File: src/rtl/wdog_consts.svh
// Purpose: Timing counts and reset values for the instruction clock watchdog
// Assumes: Included by bare name from the watchdog design files
// Notes:   Definitions only
`ifndef WDOG_CONSTS_SVH
`define WDOG_CONSTS_SVH

`define WDOG_CNT_W        16
`define WDOG_CNT_INIT     16'hFFFF
`define WDOG_CNT_ZERO     16'h0000
`define WDOG_SERVICE_MAX  65534
`define WDOG_FLAG_RESET   1'h0
`define WDOG_ENABLE_RESET 1'h1

`endif

File: src/rtl/wdog_pkg.sv
// Purpose: Types shared by the watchdog design files
// Assumes: Widths come from the constants header
// Notes:   No import; users write wdog_pkg::name
`include "wdog_consts.svh"
package wdog_pkg;
  typedef logic [`WDOG_CNT_W-1:0] wdog_count_t;
  // Tracks whether the previous executed instruction was the disable instruction
  typedef enum logic [1:0] {
    SEQ_IDLE,
    SEQ_AFTER_DISABLE
  } disable_seq_t;
endpackage

File: src/rtl/instruction_clock_watchdog.sv
// Purpose: Watchdog that resets a small processor after a program run-away
// Assumes: Core gives one-cycle pulses per executed instruction, all on clk
// Notes:   Reset output is active low and stays low until system reset
`timescale 1ns/1ps
`include "wdog_consts.svh"

// Operation
// - After reset load counter with all ones, decrement each instruction clock.
// - A count pulse at zero is an underflow and, while enabled, sets the first flag.
// - Enabled underflow with first flag still set sets second flag, drives reset low.
// - Enable flag is set by system reset and in RAM back-up mode.
// - Disable instruction directly followed by service instruction clears enable.
// - Disable instruction alone leaves watchdog running and enable unchanged.
// - Service with first flag set clears it and skips the next instruction.
// - Service with first flag clear does not skip.
// - Skip behaviour still works while the watchdog is disabled.
// - Entering power down initializes first flag and counter.
module instruction_clock_watchdog (
  input  wire logic clk,
  input  wire logic rst,
  input  wire logic instruction_clock,
  input  wire logic instr_valid,
  input  wire logic wdog_service_instr,
  input  wire logic wdog_disable_instr,
  input  wire logic power_down_entry,
  input  wire logic ram_backup_mode,
  output logic      skip_next_ff,
  output logic      sys_reset_n_ff,
  output logic      wdog_enable_flag_ff,
  output logic      first_underflow_flag_ff,
  output logic      second_underflow_flag_ff
);
  wdog_pkg::disable_seq_t seq_ff;
  wdog_pkg::disable_seq_t nxt_seq;
  wdog_pkg::wdog_count_t  wdog_count;
  wire logic              underflow;
  wire logic              service;
  wire logic              disable_pair;
  wire logic              nxt_first;
  wire logic              nxt_second;
  wire logic              nxt_enable;

  // Counter is held at the start value while power down entry is signalled
  wdog_down_counter u_counter (
    .clk       (clk),
    .rst       (rst),
    .init      (power_down_entry),
    .step      (instruction_clock),
    .count     (wdog_count),
    .underflow (underflow)
  );

  // Instruction decode; only executed instructions count
  assign service      = instr_valid & wdog_service_instr;
  assign disable_pair = service & (seq_ff == wdog_pkg::SEQ_AFTER_DISABLE);

  // Any other executed instruction breaks the disable pair
  always_comb begin
    nxt_seq = seq_ff;
    if (instr_valid) begin
      case (seq_ff)
        wdog_pkg::SEQ_IDLE,
        wdog_pkg::SEQ_AFTER_DISABLE: begin
          nxt_seq = wdog_disable_instr ? wdog_pkg::SEQ_AFTER_DISABLE
                                       : wdog_pkg::SEQ_IDLE;
        end
        default: begin
          nxt_seq = wdog_pkg::SEQ_IDLE;
        end
      endcase
    end
  end

  // Underflow sets even in the service cycle: the set wins over the clear
  assign nxt_first  = power_down_entry ? `WDOG_FLAG_RESET
                    : ((underflow & wdog_enable_flag_ff)
                       | (first_underflow_flag_ff & ~service));
  assign nxt_second = second_underflow_flag_ff
                    | (underflow & wdog_enable_flag_ff & first_underflow_flag_ff);
  assign nxt_enable = ram_backup_mode ? `WDOG_ENABLE_RESET
                    : (wdog_enable_flag_ff & ~disable_pair);

  // Flags and sequence tracker
  always_ff @(posedge clk) begin
    if (rst) begin
      seq_ff                   <= wdog_pkg::SEQ_IDLE;
      first_underflow_flag_ff  <= `WDOG_FLAG_RESET;
      second_underflow_flag_ff <= `WDOG_FLAG_RESET;
      wdog_enable_flag_ff      <= `WDOG_ENABLE_RESET;
    end else begin
      seq_ff                   <= nxt_seq;
      first_underflow_flag_ff  <= nxt_first;
      second_underflow_flag_ff <= nxt_second;
      wdog_enable_flag_ff      <= nxt_enable;
    end
  end

  // Skip request is independent of the enable flag so it works when disabled
  always_ff @(posedge clk) begin
    if (rst) begin
      skip_next_ff   <= 1'h0;
      sys_reset_n_ff <= 1'h1;
    end else begin
      skip_next_ff   <= service & first_underflow_flag_ff;
      sys_reset_n_ff <= ~nxt_second;
    end
  end

  // Checker helper: was the last executed instruction a disable? Kept apart from
  // seq_ff so that the pair check does not lean on the logic it guards
  logic chk_after_disable_ff;

  always_ff @(posedge clk) begin
    if (rst) begin
      chk_after_disable_ff <= 1'h0;
    end else if (instr_valid) begin
      chk_after_disable_ff <= wdog_disable_instr;
    end
  end

  // Reset state: no disable iff here, so the values held under reset are seen
  a_reset_state: assert property (@(posedge clk)
    rst |=> wdog_enable_flag_ff && sys_reset_n_ff && !skip_next_ff
      && !first_underflow_flag_ff && !second_underflow_flag_ff
      && wdog_count == `WDOG_CNT_INIT)
    else $error("reset did not give the start state");

  // Counter: one step per count pulse, wrap at zero, reload on power down, no other movement
  a_counter_steps: assert property (@(posedge clk) disable iff (rst)
    instruction_clock && !power_down_entry
      |=> wdog_count == $past(wdog_count) - 16'h0001)
    else $error("counter did not step down by one");

  a_counter_wraps: assert property (@(posedge clk) disable iff (rst)
    instruction_clock && !power_down_entry && wdog_count == `WDOG_CNT_ZERO
      |=> wdog_count == `WDOG_CNT_INIT && underflow)
    else $error("counter did not wrap with an underflow");

  a_counter_holds: assert property (@(posedge clk) disable iff (rst)
    !instruction_clock && !power_down_entry |=> $stable(wdog_count))
    else $error("counter moved without a count pulse");

  a_power_down_init: assert property (@(posedge clk) disable iff (rst)
    power_down_entry
      |=> !first_underflow_flag_ff && wdog_count == `WDOG_CNT_INIT && !underflow)
    else $error("power down did not initialize");

  // First flag and reset output
  a_underflow_sets_first: assert property (@(posedge clk) disable iff (rst)
    underflow && wdog_enable_flag_ff && !power_down_entry |=> first_underflow_flag_ff)
    else $error("underflow did not set first flag");

  a_first_needs_underflow: assert property (@(posedge clk) disable iff (rst)
    !first_underflow_flag_ff && !(underflow && wdog_enable_flag_ff)
      |=> !first_underflow_flag_ff)
    else $error("first flag set without an underflow");

  a_second_drives_reset: assert property (@(posedge clk) disable iff (rst)
    underflow && wdog_enable_flag_ff && first_underflow_flag_ff
      |=> second_underflow_flag_ff && !sys_reset_n_ff)
    else $error("second underflow did not assert reset");

  a_reset_holds_low: assert property (@(posedge clk) disable iff (rst)
    !sys_reset_n_ff |=> !sys_reset_n_ff)
    else $error("reset output released without system reset");

  a_reset_stays_high: assert property (@(posedge clk) disable iff (rst)
    sys_reset_n_ff && !(underflow && wdog_enable_flag_ff && first_underflow_flag_ff)
      |=> sys_reset_n_ff)
    else $error("reset output fell without a second underflow");

  a_reset_matches_second: assert property (@(posedge clk) disable iff (rst)
    sys_reset_n_ff == !second_underflow_flag_ff)
    else $error("reset output and second flag disagree");

  // Enable flag: cleared only by the disable pair, set again by back-up mode
  a_disable_pair_clears: assert property (@(posedge clk) disable iff (rst)
    chk_after_disable_ff && instr_valid && wdog_service_instr && !ram_backup_mode
      |=> !wdog_enable_flag_ff)
    else $error("disable then service did not clear enable");

  a_disable_alone_keeps: assert property (@(posedge clk) disable iff (rst)
    wdog_enable_flag_ff && instr_valid && !wdog_service_instr |=> wdog_enable_flag_ff)
    else $error("enable flag cleared without service");

  a_broken_pair_keeps: assert property (@(posedge clk) disable iff (rst)
    wdog_enable_flag_ff && instr_valid && wdog_service_instr && !chk_after_disable_ff
      |=> wdog_enable_flag_ff)
    else $error("service without a disable before it cleared enable");

  a_disabled_stays: assert property (@(posedge clk) disable iff (rst)
    !wdog_enable_flag_ff && !ram_backup_mode |=> !wdog_enable_flag_ff)
    else $error("enable flag set again without back-up mode");

  a_backup_enables: assert property (@(posedge clk) disable iff (rst)
    ram_backup_mode |=> wdog_enable_flag_ff)
    else $error("back-up mode did not set enable");

  // Skip pulse
  a_service_skips: assert property (@(posedge clk) disable iff (rst)
    instr_valid && wdog_service_instr && first_underflow_flag_ff
      |=> skip_next_ff && (!first_underflow_flag_ff || $past(underflow)))
    else $error("service with flag set did not skip and clear");

  a_service_no_skip: assert property (@(posedge clk) disable iff (rst)
    !(instr_valid && wdog_service_instr && first_underflow_flag_ff) |=> !skip_next_ff)
    else $error("skip without flag set");

  a_skip_while_disabled: assert property (@(posedge clk) disable iff (rst)
    !wdog_enable_flag_ff && instr_valid && wdog_service_instr && first_underflow_flag_ff
      |=> skip_next_ff)
    else $error("skip lost while the watchdog is disabled");

  // Main scenarios
  c_first_underflow: cover property (@(posedge clk) disable iff (rst)
    $rose(first_underflow_flag_ff));
  c_watchdog_reset: cover property (@(posedge clk) disable iff (rst)
    $fell(sys_reset_n_ff));
  c_disabled: cover property (@(posedge clk) disable iff (rst)
    $fell(wdog_enable_flag_ff));
  c_skip: cover property (@(posedge clk) disable iff (rst) skip_next_ff);
  c_skip_disabled: cover property (@(posedge clk) disable iff (rst)
    skip_next_ff && !wdog_enable_flag_ff);
endmodule

File: src/rtl/wdog_down_counter.sv
// Purpose: 16-bit down-counter stepped by the instruction clock
// Assumes: Step and init are single-cycle pulses in the clk domain
// Notes:   Wraps from zero to all ones and flags the underflow
`timescale 1ns/1ps
`include "wdog_consts.svh"
module wdog_down_counter (
  input  wire logic                 clk,
  input  wire logic                 rst,
  input  wire logic                 init,
  input  wire logic                 step,
  output wdog_pkg::wdog_count_t     count,
  output logic                      underflow
);
  wdog_pkg::wdog_count_t count_ff;
  logic                  underflow_ff;
  wire logic             at_zero;
  wire wdog_pkg::wdog_count_t nxt_count;

  // Zero minus one wraps naturally to all ones
  assign at_zero   = (count_ff == `WDOG_CNT_ZERO);
  assign nxt_count = init ? `WDOG_CNT_INIT
                   : (step ? count_ff - 16'h0001 : count_ff);

  // Reset and power-down entry both reload the start value
  always_ff @(posedge clk) begin
    if (rst) begin
      count_ff     <= `WDOG_CNT_INIT;
      underflow_ff <= 1'h0;
    end else begin
      count_ff     <= nxt_count;
      underflow_ff <= ~init & step & at_zero;
    end
  end

  assign count     = count_ff;
  assign underflow = underflow_ff;
endmodule

File: config.mk
export PLATFORM = sky130hd
export DESIGN_NAME = instruction_clock_watchdog
export DESIGN_NICKNAME = d
export VERILOG_FILES = /design/src/rtl/wdog_pkg.sv /design/src/rtl/instruction_clock_watchdog.sv /design/src/rtl/wdog_down_counter.sv
export VERILOG_INCLUDE_DIRS = /design/src /design/src/rtl
export SDC_FILE = /design/constraint.sdc
export NUM_CORES = 1
export LEC_CHECK = 0
export BUFFER_PORTS_ARGS = -buffer_cell sky130_fd_sc_hd__buf_2
export CAP_MARGIN = 15
export CORE_MARGIN = 2
export CORE_UTILIZATION = 58
export DETAILED_ROUTE_END_ITERATION = 8
export PLACE_DENSITY = 0.89
export SETUP_SLACK_MARGIN = 0.5
export SLEW_MARGIN = 20
export SYNTH_ARGS = -nofsm -noshare
export SYNTH_HDL_FRONTEND = slang
export SYNTH_HIERARCHICAL = 1
export SYNTH_SLANG_ARGS = --single-unit
File: constraint.sdc
create_clock -name clk -period 2.1 [get_ports clk]
set_input_delay 0.42 -clock clk [delete_from_list [all_inputs] [get_ports clk]]
set_output_delay 0.42 -clock clk [all_outputs]
set_load 0.02 [all_outputs]
==> results by group, run 1 <==
Run status
  • Status: finished clean

Timing
  • Max-slew violation count: 0
  • Max transition margin: 63.68%
  • Fmax: 0.6812 GHz
  • Final Hold Viols: 0
  • Fin crit share: 69.90%
  • Least-Margin Pin Slew: 542.7 ps
  • Final setup TNS: 0 ps
  • Final setup viols: 0
  • RSZ-0062 raised after global routing: false
  • Crit path time final: 1468 ps
  • Post-Route Skew: 4.588 ps

Flow run
  • Max-cap violations: 0

Synth
  • Sequential share of the synthesized area: 47.42%
  • Synth Area in XOR/XNOR: 7.216%
  • Post-Synth Adder-Cell Area: 1.289%
  • Post-Synth Simple-Gate Area: 31.96%
  • Cells after Synth: 100
  • Synthesized area per cell: 9.709 sq um
  • Mux contribution to synthesized area: 2.062%
  • Mapped Area: 970.9 sq um
  • Largest family of logic cells by synthesized area: simple AND/OR/NAND/NOR gates
  • Synthesized Nets: 109
  • Synth unique cells: 35
  • Synthesized flop and latch total: 23
  • Synth warn: 6
  • Synth Area in Compound Gates: 8.892%

Final layout
  • Layout cells sized above 1: 26.27%
  • Syn-to-layout area delta: 12.89%
  • Nets: 128
  • # diodes: 0
  • Design area: 0.001096 sq mm
  • Most frequent cells in the layout: 23 x dfxtp_1, 14 x nand2_1, 12 x buf_2, 8 x nor2_1, 6 x xor2_1
  • Most common library cell in the layout ignoring fill and taps: dfxtp_1
  • Final Util: 71.10%

Route
  • DR vias: 764
  • Total wire length: 1.824 mm
  • Drt first pass iters: 4
  • Drt wl/cell: 13.61 um
  • Starting DRC count in detailed routing: 12
  • Post-route DRC: 0
  • DR vias/cell: 5.701
  • Routed Antenna Nets: 0

Die
  • Die Area: 0.002017 sq mm
  • Io pins: 13
  • Total core area: 0.001541 sq mm
  • Die width: 44.92 um
  • Die height: 44.92 um
  • Initial Utilization: 62.99%
  • Core Rows: 14

Critical path
  • Worst setup SP type: register
  • Cell Chain, Critical Path: nor4_2 > nand4_2 > or3_1 > nand3_1
  • Worst Path Arrival: 1710 ps
  • Element type at the critical path end: register
  • Critical Path RT: 2340 ps
  • WS Path Type: register to register
  • Worst path buffer plus inverter count: 0
  • Kind of cell adding the most delay to the critical path: simple AND/OR/NAND/NOR gates
  • Slowest CP cell: nor4_2
  • CP max stage delay: 410 ps
  • Peak fanout along the critical path: 5

Global routing
  • First-pass GRT wire length: 3.249 mm
  • All-Layer GR Usage: 22.03%
  • Met2 Resource Use GR: 39.13%
  • Vias in the first global route: 752
  • Remaining Overflow, GRT: 0
  • Antenna violations before repair: 0
  • GRT met1 Usage: 26.40%
  • Met3 Use GR: 3.600%
  • Largest net degree at the start of global routing: 13
  • Most Used Layer, Global Route: met2

CTS
  • Clock latency at the later pin of the worst-skew pair: 300 ps
  • Post-cts hold buffer count: 0
  • Htree depth: 1
  • CTS tree: built
  • Bufs on Longest Clock Path: 2
  • Clock Pin Slew Worst Setup and Hold Paths: 120 ps
  • TritonCTS Buffers: 3
  • Root Driver: clkbuf_4
  • Clock sinks: 23

Placed design
  • PortBufs: 12
  • Half-perimeter wire length after placement: 1.367 mm
  • Placer Congestion: 0.7883
  • Area after DPL: 0.001055 sq mm

Pwr
  • Lkg Pwr: 0.4416 nW
  • Peak supply drop: 0.5083 mV
  • P per Cell Area: 607.3 mW/mm^2

Worst hold path
  • Hold crit path type: input port to register
## path summary, 6_finish.rpt
check | from | endpoint | slack (ps) | depth (start not counted)
hold / removal | ram_backup_mode | wdog_enable_flag_ff | 300 | 2
setup reg to reg | u_counter/count[8] | u_counter/count[14] | 630 | 4
hold reg to reg | second_underflow_flag_ff | second_underflow_flag_ff | 500 | 2
setup / recovery | u_counter/count[8] | u_counter/count[14] | 630 | 4
## flip-flops by register name (all words and copies together) (netlist names)
signal                    flops
u_counter/underflow           1
wdog_enable_flag_ff           1
second_underflow_flag_ff      1
sys_reset_n_ff                1
u_counter/count              16
skip_next_ff                  1
seq_ff                        1
first_underflow_flag_ff       1
## repair_timing
item                                    CTS  global route
endpoints found under the setup margin    0             1
setup buffers                             0             2
resized for setup                         0             0
## report_power, final
part,internal [mW],switching (mW),total [mW]
Combinational,0.0129,0.0169,0.0298
Sequential,0.439,0.00277,0.442
Clock,0.0738,0.120,0.194
Total,0.526,0.140,0.666
## logic make-up (layout without fill, tap and decap cells)
| logic type | Yosys count | after routing |
|---|---|---|
| flops | 23 | 23 |
| compound gates | 13 | 13 |
| fa+ha+maj | 1 | 1 |
| mux | 2 | 2 |
| buf+inv | 3 | 21 |
| xor+xnor | 8 | 8 |
| simple gates | 50 | 50 |
## cell type report
| type | count | area, sq um |
|---|---|---|
| clock buffer | 4 | 26.28 |
| multi-input combinational | 74 | 499.2 |
| sequential | 23 | 460.4 |
| inverter | 2 | 7.507 |
| tap | 16 | 20.02 |
| timing repair buffer | 15 | 82.58 |
| fill | 112 | 445.4 |
## layer usage
metal,vias up,share of wire [%]
li1,389,-
met1,364,44
met2,7,53
met3,4,1.8
met4,0,1.9
met5,-,0
## metrics by stage
stage	hold WS [ps]	cells	worst slack [ps]	power (mW)
global placement	456.8	128	541.8	0.4783
CTS	302.4	132	587.6	0.6721
floorplan	443.2	100	757.7	0.4640
finish	305.0	134	632.1	0.6657
global route	305.0	134	532.9	0.6951
detailed placement	478.1	128	458.3	0.4812
## synth_stat cells (all sizes together)
cell type / instances / area share, %
and4b: 1 / 1.2
xnor2: 2 / 1.8
nor4: 1 / 1.3
or2: 4 / 2.6
and2: 1 / 0.64
inv: 2 / 0.77
and3: 2 / 1.4
o21ai: 6 / 3.1
ha: 1 / 1.3
and3b: 1 / 1.0
a21oi: 2 / 1.0
a211o: 1 / 0.90
dfxtp: 23 / 47
nand3b: 1 / 0.77
a31oi: 1 / 0.64
nand4: 4 / 3.2
a211oi: 1 / 1.3
nor2: 8 / 3.1
xor2: 6 / 5.4
or3: 2 / 1.3
nor4b: 2 / 3.4
clkbuf: 1 / 0.39
nand2: 14 / 5.4
a21bo: 1 / 1.0
nand4b: 1 / 0.90
nand3: 5 / 2.6
mux2i: 2 / 2.1
nor3: 3 / 3.2
o31a: 1 / 0.90
No activity file was read; power rests on OpenSTA's default activity.
==> run 2: changes to the inputs <==
- CORE_UTILIZATION: 58 -> 54
- PLACE_DENSITY: 0.89 -> 0.84
- clock period: 2.1 -> 1.51 ns (I/O delays scaled with it)
==> results by group, run 2 (synthesis results as in run 1) <==
Final layout
  • Final Util: 81.25% (was 71.10%)
  • Most frequent cells in the layout: 13 x buf_4, 12 x nand2_1, 11 x buf_6, 10 x dfxtp_2, 10 x dfxtp_1 (was 23 x dfxtp_1, 14 x nand2_1, 12 x buf_2, 8 x nor2_1, 6 x xor2_1)
  • Fillers: 96 (was 112)
  • Nets: 144 (was 128)
  • Largest register FFs: 16 (unchanged)
  • Final Non-Filler Cells: 159 (was 134)
  • # diodes: 0 (unchanged)
  • Syn-to-layout area delta: 42.91% (was 12.89%)
  • Layout cells sized above 1: 53.73% (was 26.27%)
  • Most common library cell in the layout ignoring fill and taps: buf_4 (was dfxtp_1)

Placed design
  • PortBufs: 12 (unchanged)
  • Pre-CTS WS: 125.2 ps (was 458.3 ps)
  • Placer Congestion: 0.7671 (was 0.7883)
  • Half-perimeter wire length after placement: 1.375 mm (was 1.367 mm)
  • Cells after DPL: 140 (was 128)

Die
  • Total core area: 0.001708 sq mm (was 0.001541 sq mm)
  • Io pins: 13 (unchanged)
  • Die height: 46.41 um (was 44.92 um)
  • Core Rows: 15 (was 14)
  • Initial Utilization: 56.85% (was 62.99%)
  • Die width: 46.41 um (was 44.92 um)
  • Die Area: 0.002153 sq mm (was 0.002017 sq mm)

Flow run
  • Max-cap violations: 0 (unchanged)

Route
  • Drt wl/cell: 17.13 um (was 13.61 um)
  • DR vias: 905 (was 764)
  • Total wire length: 2.724 mm (was 1.824 mm)
  • Drt first pass iters: 4 (unchanged)
  • Routed Antenna Nets: 0 (unchanged)
  • Starting DRC count in detailed routing: 25 (was 12)
  • DR vias/cell: 5.692 (was 5.701)
  • Post-route DRC: 0 (unchanged)

Pwr
  • Part of the power in registers: 63.8% (was 66.3%)
  • Peak supply drop: 0.5012 mV (was 0.5083 mV)
  • P_sw: 0.2221 mW (was 0.1400 mW)
  • P_int: 0.7348 mW (was 0.5256 mW)
  • Switching share of power: 23.21% (was 21.04%)
  • Final Power: 0.9569 mW (was 0.6657 mW)
  • Comb pwr share: 5.8% (was 4.5%)
  • P per Cell Area: 689.6 mW/mm^2 (was 607.3 mW/mm^2)
  • Clk pwr share: 30.5% (was 29.2%)
  • Lkg Pwr: 0.5601 nW (was 0.4416 nW)

CTS
  • TritonCTS Buffers: 3 (unchanged)
  • Htree depth: 1 (unchanged)
  • CTS tree: built (unchanged)
  • Clock sinks: 23 (unchanged)
  • Root Driver: clkbuf_4 (unchanged)
  • Bufs on Longest Clock Path: 2 (unchanged)
  • Clock latency at the later pin of the worst-skew pair: 320 ps (was 300 ps)
  • Post-cts hold buffer count: 0 (unchanged)
  • Clock Pin Slew Worst Setup and Hold Paths: 130 ps (was 120 ps)

Timing
  • Max transition margin: 78.90% (was 63.68%)
  • Crit path time final: 1442 ps (was 1468 ps)
  • RSZ-0062 raised after global routing: true (was false)
  • Least-Margin Pin Slew: 314.1 ps (was 542.7 ps)
  • Final setup viols: 0 (unchanged)
  • Final setup TNS: 0 ps (unchanged)
  • Fmax: 0.6934 GHz (was 0.6812 GHz)
  • Slack of the critical path: 67.78 ps (was 632.1 ps)
  • Post-Route Skew: 9.146 ps (was 4.588 ps)
  • Max-slew violation count: 0 (unchanged)
  • Final Hold Viols: 0 (unchanged)
  • Fin crit share: 95.51% (was 69.90%)

Critical path
  • Worst Path Arrival: 1710 ps (about the same)
  • Critical Path RT: 1780 ps (was 2340 ps)
  • WS Path Type: register to register (unchanged)
  • Element type at the critical path end: register (unchanged)
  • Peak fanout along the critical path: 5 (unchanged)
  • Worst setup SP type: register (unchanged)

Global routing
  • Vias in the first global route: 820 (was 752)
  • First-pass GRT wire length: 3.436 mm (was 3.249 mm)
  • Largest net degree at the start of global routing: 15 (was 13)
  • Remaining Overflow, GRT: 0 (unchanged)
  • Antenna violations before repair: 0 (unchanged)
  • All-Layer GR Usage: 23.14% (was 22.03%)

Worst hold path
  • Hold crit path type: input port to register (unchanged)

Run status
  • Status: finished clean (unchanged)
-- run 2: final timing paths --
path | slack (ps) | endpoint | startpoint | depth (start not counted)
worst max-delay path | 70 | u_counter/count[14] | u_counter/count[3] | 5
worst min-delay path | 150 | first_underflow_flag_ff | power_down_entry | 2
worst max register to register | 70 | u_counter/count[14] | u_counter/count[3] | 5
worst min register to register | 470 | first_underflow_flag_ff | u_counter/underflow | 2
-- run 2: metal layers --
layer / vias to the layer above / wire [um] / GRT usage, %
met1: 434 / 1015 / 24.09
met4: 0 / 114 / 12.57
met2: 36 / 1472 / 41.94
met5: - / 0 / 0
li1: 423 / - / -
met3: 12 / 122 / 5.490
-- run 2: stage by stage --
step                hold slack [ps]  cell area (sq um)
floorplan                     366.6              974.7
finish                        148.2               1388
detailed placement            462.8               1091
global route                  120.5               1388
CTS                           159.9               1290
global placement              453.3               1091
-- run 2: cell type report --
type / instances / area (sq um) / share of cell area, %
Clock buffer: 4 / 26.28 / 1.894
Sequential cell: 23 / 484.2 / 34.90
Multi-Input combinational cell: 74 / 576.8 / 41.57
Timing Repair Buffer: 31 / 256.5 / 18.49
Tap cell: 25 / 31.28 / 2.254
Inverter: 2 / 12.51 / 0.9017
-- run 2: critical path: stages, from the launching register on --
cell,delay (ps)
dfxtp_4,380
nor3_4,310
buf_6,150
nand4_4,110
or3_1,380
nand3_1,70
-- run 2: timing repair --
action	CTS	global route
resized for setup	38	15
pin swaps	9	6
setup buffers	8	7
endpoints found under the setup margin	21	21
-- run 2: power by group through the flow --
stage / combinational (mW) / sequential [mW] / clock, mW
final: 0.0551 / 0.610 / 0.292
after global routing: 0.0574 / 0.611 / 0.326
after CTS: 0.0492 / 0.611 / 0.284
after detailed placement: 0.0399 / 0.628 / 0
after global placement: 0.0383 / 0.628 / 0
after floorplan: 0.0183 / 0.628 / 0
==> run 3: changes to the inputs <==
- PLACE_DENSITY: 0.84 -> default
- PLACE_DENSITY_LB_ADDON: default -> 0.25
==> results by group, run 3 (synthesis results as in run 1) <==
Timing
  • Fin crit share: 93.37% (was 95.51%)
  • RSZ-0062 raised after global routing: true (unchanged)
  • Crit path time final: 1410 ps (was 1442 ps)
  • Slack of the critical path: 100.0 ps (was 67.78 ps)
  • Final Hold Viols: 0 (unchanged)
  • Post-Route Skew: 4.908 ps (was 9.146 ps)
  • Final setup TNS: 0 ps (unchanged)
  • Final setup viols: 0 (unchanged)
  • Least-Margin Pin Slew: 324.8 ps (was 314.1 ps)
  • Max-slew violation count: 0 (unchanged)
  • Fmax: 0.7092 GHz (was 0.6934 GHz)
  • Max transition margin: 78.28% (was 78.90%)

Critical path
  • Critical Path RT: 1710 ps (was 1780 ps)
  • Peak fanout along the critical path: 6 (was 5)
  • WS Path Type: register to register (unchanged)
  • Worst setup SP type: register (unchanged)
  • Worst Path Arrival: 1610 ps (was 1710 ps)
  • Element type at the critical path end: register (unchanged)

Route
  • Post-route DRC: 0 (unchanged)
  • Drt first pass iters: 4 (unchanged)
  • Drt wl/cell: 13.79 um (was 17.13 um)
  • DR vias/cell: 5.396 (was 5.692)
  • DR vias: 831 (was 905)
  • Routed Antenna Nets: 0 (unchanged)
  • Total wire length: 2.124 mm (was 2.724 mm)
  • Starting DRC count in detailed routing: 14 (was 25)

Die
  • Die width: 46.41 um (unchanged)
  • Die height: 46.41 um (unchanged)
  • Total core area: 0.001708 sq mm (unchanged)
  • Core Rows: 15 (unchanged)
  • Io pins: 13 (unchanged)
  • Die Area: 0.002153 sq mm (unchanged)
  • Initial Utilization: 56.85% (unchanged)

Worst hold path
  • Hold crit path type: input port to register (unchanged)

Final layout
  • Nets: 139 (was 144)
  • Area of the multi-input gates: 543.0 sq um (was 576.8 sq um)
  • Layout cells sized above 1: 42.64% (was 53.73%)
  • Syn-to-layout area delta: 33.63% (was 42.91%)
  • # diodes: 0 (unchanged)
  • Sequential cell area: 475.5 sq um (was 484.2 sq um)
  • Most frequent cells in the layout: 15 x dfxtp_1, 14 x nand2_1, 10 x buf_4, 9 x buf_6, 8 x nor2_1 (was 13 x buf_4, 12 x nand2_1, 11 x buf_6, 10 x dfxtp_2, 10 x dfxtp_1)
  • Fillers: 117 (was 96)
  • Final Util: 75.97% (was 81.25%)
  • Largest register FFs: 16 (unchanged)
  • Most common library cell in the layout ignoring fill and taps: dfxtp_1 (was buf_4)

Placed design
  • Half-perimeter wire length after placement: 1.393 mm (was 1.375 mm)
  • PortBufs: 12 (unchanged)
  • Placer Congestion: 0.8291 (was 0.7671)
  • Pre-CTS WS: 112.5 ps (was 125.2 ps)

Pwr
  • Peak supply drop: 0.5003 mV (was 0.5012 mV)
  • P_sw: 0.2075 mW (was 0.2221 mW)
  • Switching share of power: 22.02% (was 23.21%)
  • P per Cell Area: 726.1 mW/mm^2 (was 689.6 mW/mm^2)
  • P_int: 0.7347 mW (was 0.7348 mW)
  • Comb pwr share: 5.2% (was 5.8%)
  • Lkg Pwr: 0.5265 nW (was 0.5601 nW)
  • Part of the power in registers: 64.9% (was 63.8%)
  • Final Power: 0.9422 mW (was 0.9569 mW)
  • Clk pwr share: 29.9% (was 30.5%)

Global routing
  • Vias in the first global route: 843 (was 820)
  • Largest net degree at the start of global routing: 15 (unchanged)
  • First-pass GRT wire length: 3.470 mm (was 3.436 mm)
  • Antenna violations before repair: 0 (unchanged)
  • All-Layer GR Usage: 22.80% (was 23.14%)
  • Remaining Overflow, GRT: 0 (unchanged)

Flow run
  • Max-cap violations: 0 (unchanged)

CTS
  • Htree depth: 1 (unchanged)
  • Clock latency at the later pin of the worst-skew pair: 300 ps (was 320 ps)
  • CTS tree: built (unchanged)
  • TritonCTS Buffers: 3 (unchanged)
  • Bufs on Longest Clock Path: 2 (unchanged)
  • Post-cts hold buffer count: 0 (unchanged)
  • Clock sinks: 23 (unchanged)
  • Clock Pin Slew Worst Setup and Hold Paths: 130 ps (about the same)
  • Root Driver: clkbuf_4 (unchanged)

Run status
  • Status: finished clean (unchanged)
-- run 3: final cells by class --
type | count | area share, %
well taps | 25 | 2.411
multi-input cells | 74 | 41.85
repair buffers | 26 | 16.30
flip-flops and latches | 23 | 36.64
inverters | 2 | 0.7715
clock buffers | 4 | 2.025
-- run 3: routing by layer --
layer,vias up,part of all wire (%),global-route usage (%)
met2,21,52,43.61
met3,5,2.7,2.745
met1,397,44,24.76
met5,-,0,0
li1,408,-,-
met4,0,1.1,9.143
-- run 3: worst paths after layout --
kind,start,to,slack [ps],cells after the start
max,u_counter/count[4],u_counter/count[10],100,5
min,power_down_entry,first_underflow_flag_ff,170,2
max reg2reg,u_counter/count[4],u_counter/count[10],100,5
min reg2reg,u_counter/underflow,first_underflow_flag_ff,480,2
-- run 3: timing repair --
action,in CTS,in global routing
resized for setup,28,4
gates cloned,0,0
setup endpoints to repair,21,20
pin swaps,9,7
setup buffers,8,2
-- run 3: per-stage QoR --
step	instances	hold WS (ps)	area, sq um
floorplan	100	366.6	974.7
detailed placement	140	476.4	1091
global route	154	155.8	1297
CTS	152	163.4	1267
finish	154	168.8	1297
global placement	140	453.5	1091
-- run 3: worst max-delay path, stage by stage (launching register included) --
cell     delay (ps)
dfxtp_1         380
nor3_4          350
buf_4           200
nand4_1         140
xor2_1          180
nand2_1          60
-- run 3: power groups by stage --
| stage | combinational (mW) | clock (mW) | sequential [mW] |
|---|---|---|---|
| 2_1_floorplan | 0.0183 | 0 | 0.628 |
| 3_3_place_gp | 0.0388 | 0 | 0.628 |
| 3_5_place_dp | 0.0398 | 0 | 0.628 |
| 4_1_cts | 0.0485 | 0.288 | 0.612 |
| 5_1_grt | 0.0542 | 0.311 | 0.612 |
| 6_report | 0.0493 | 0.282 | 0.611 |
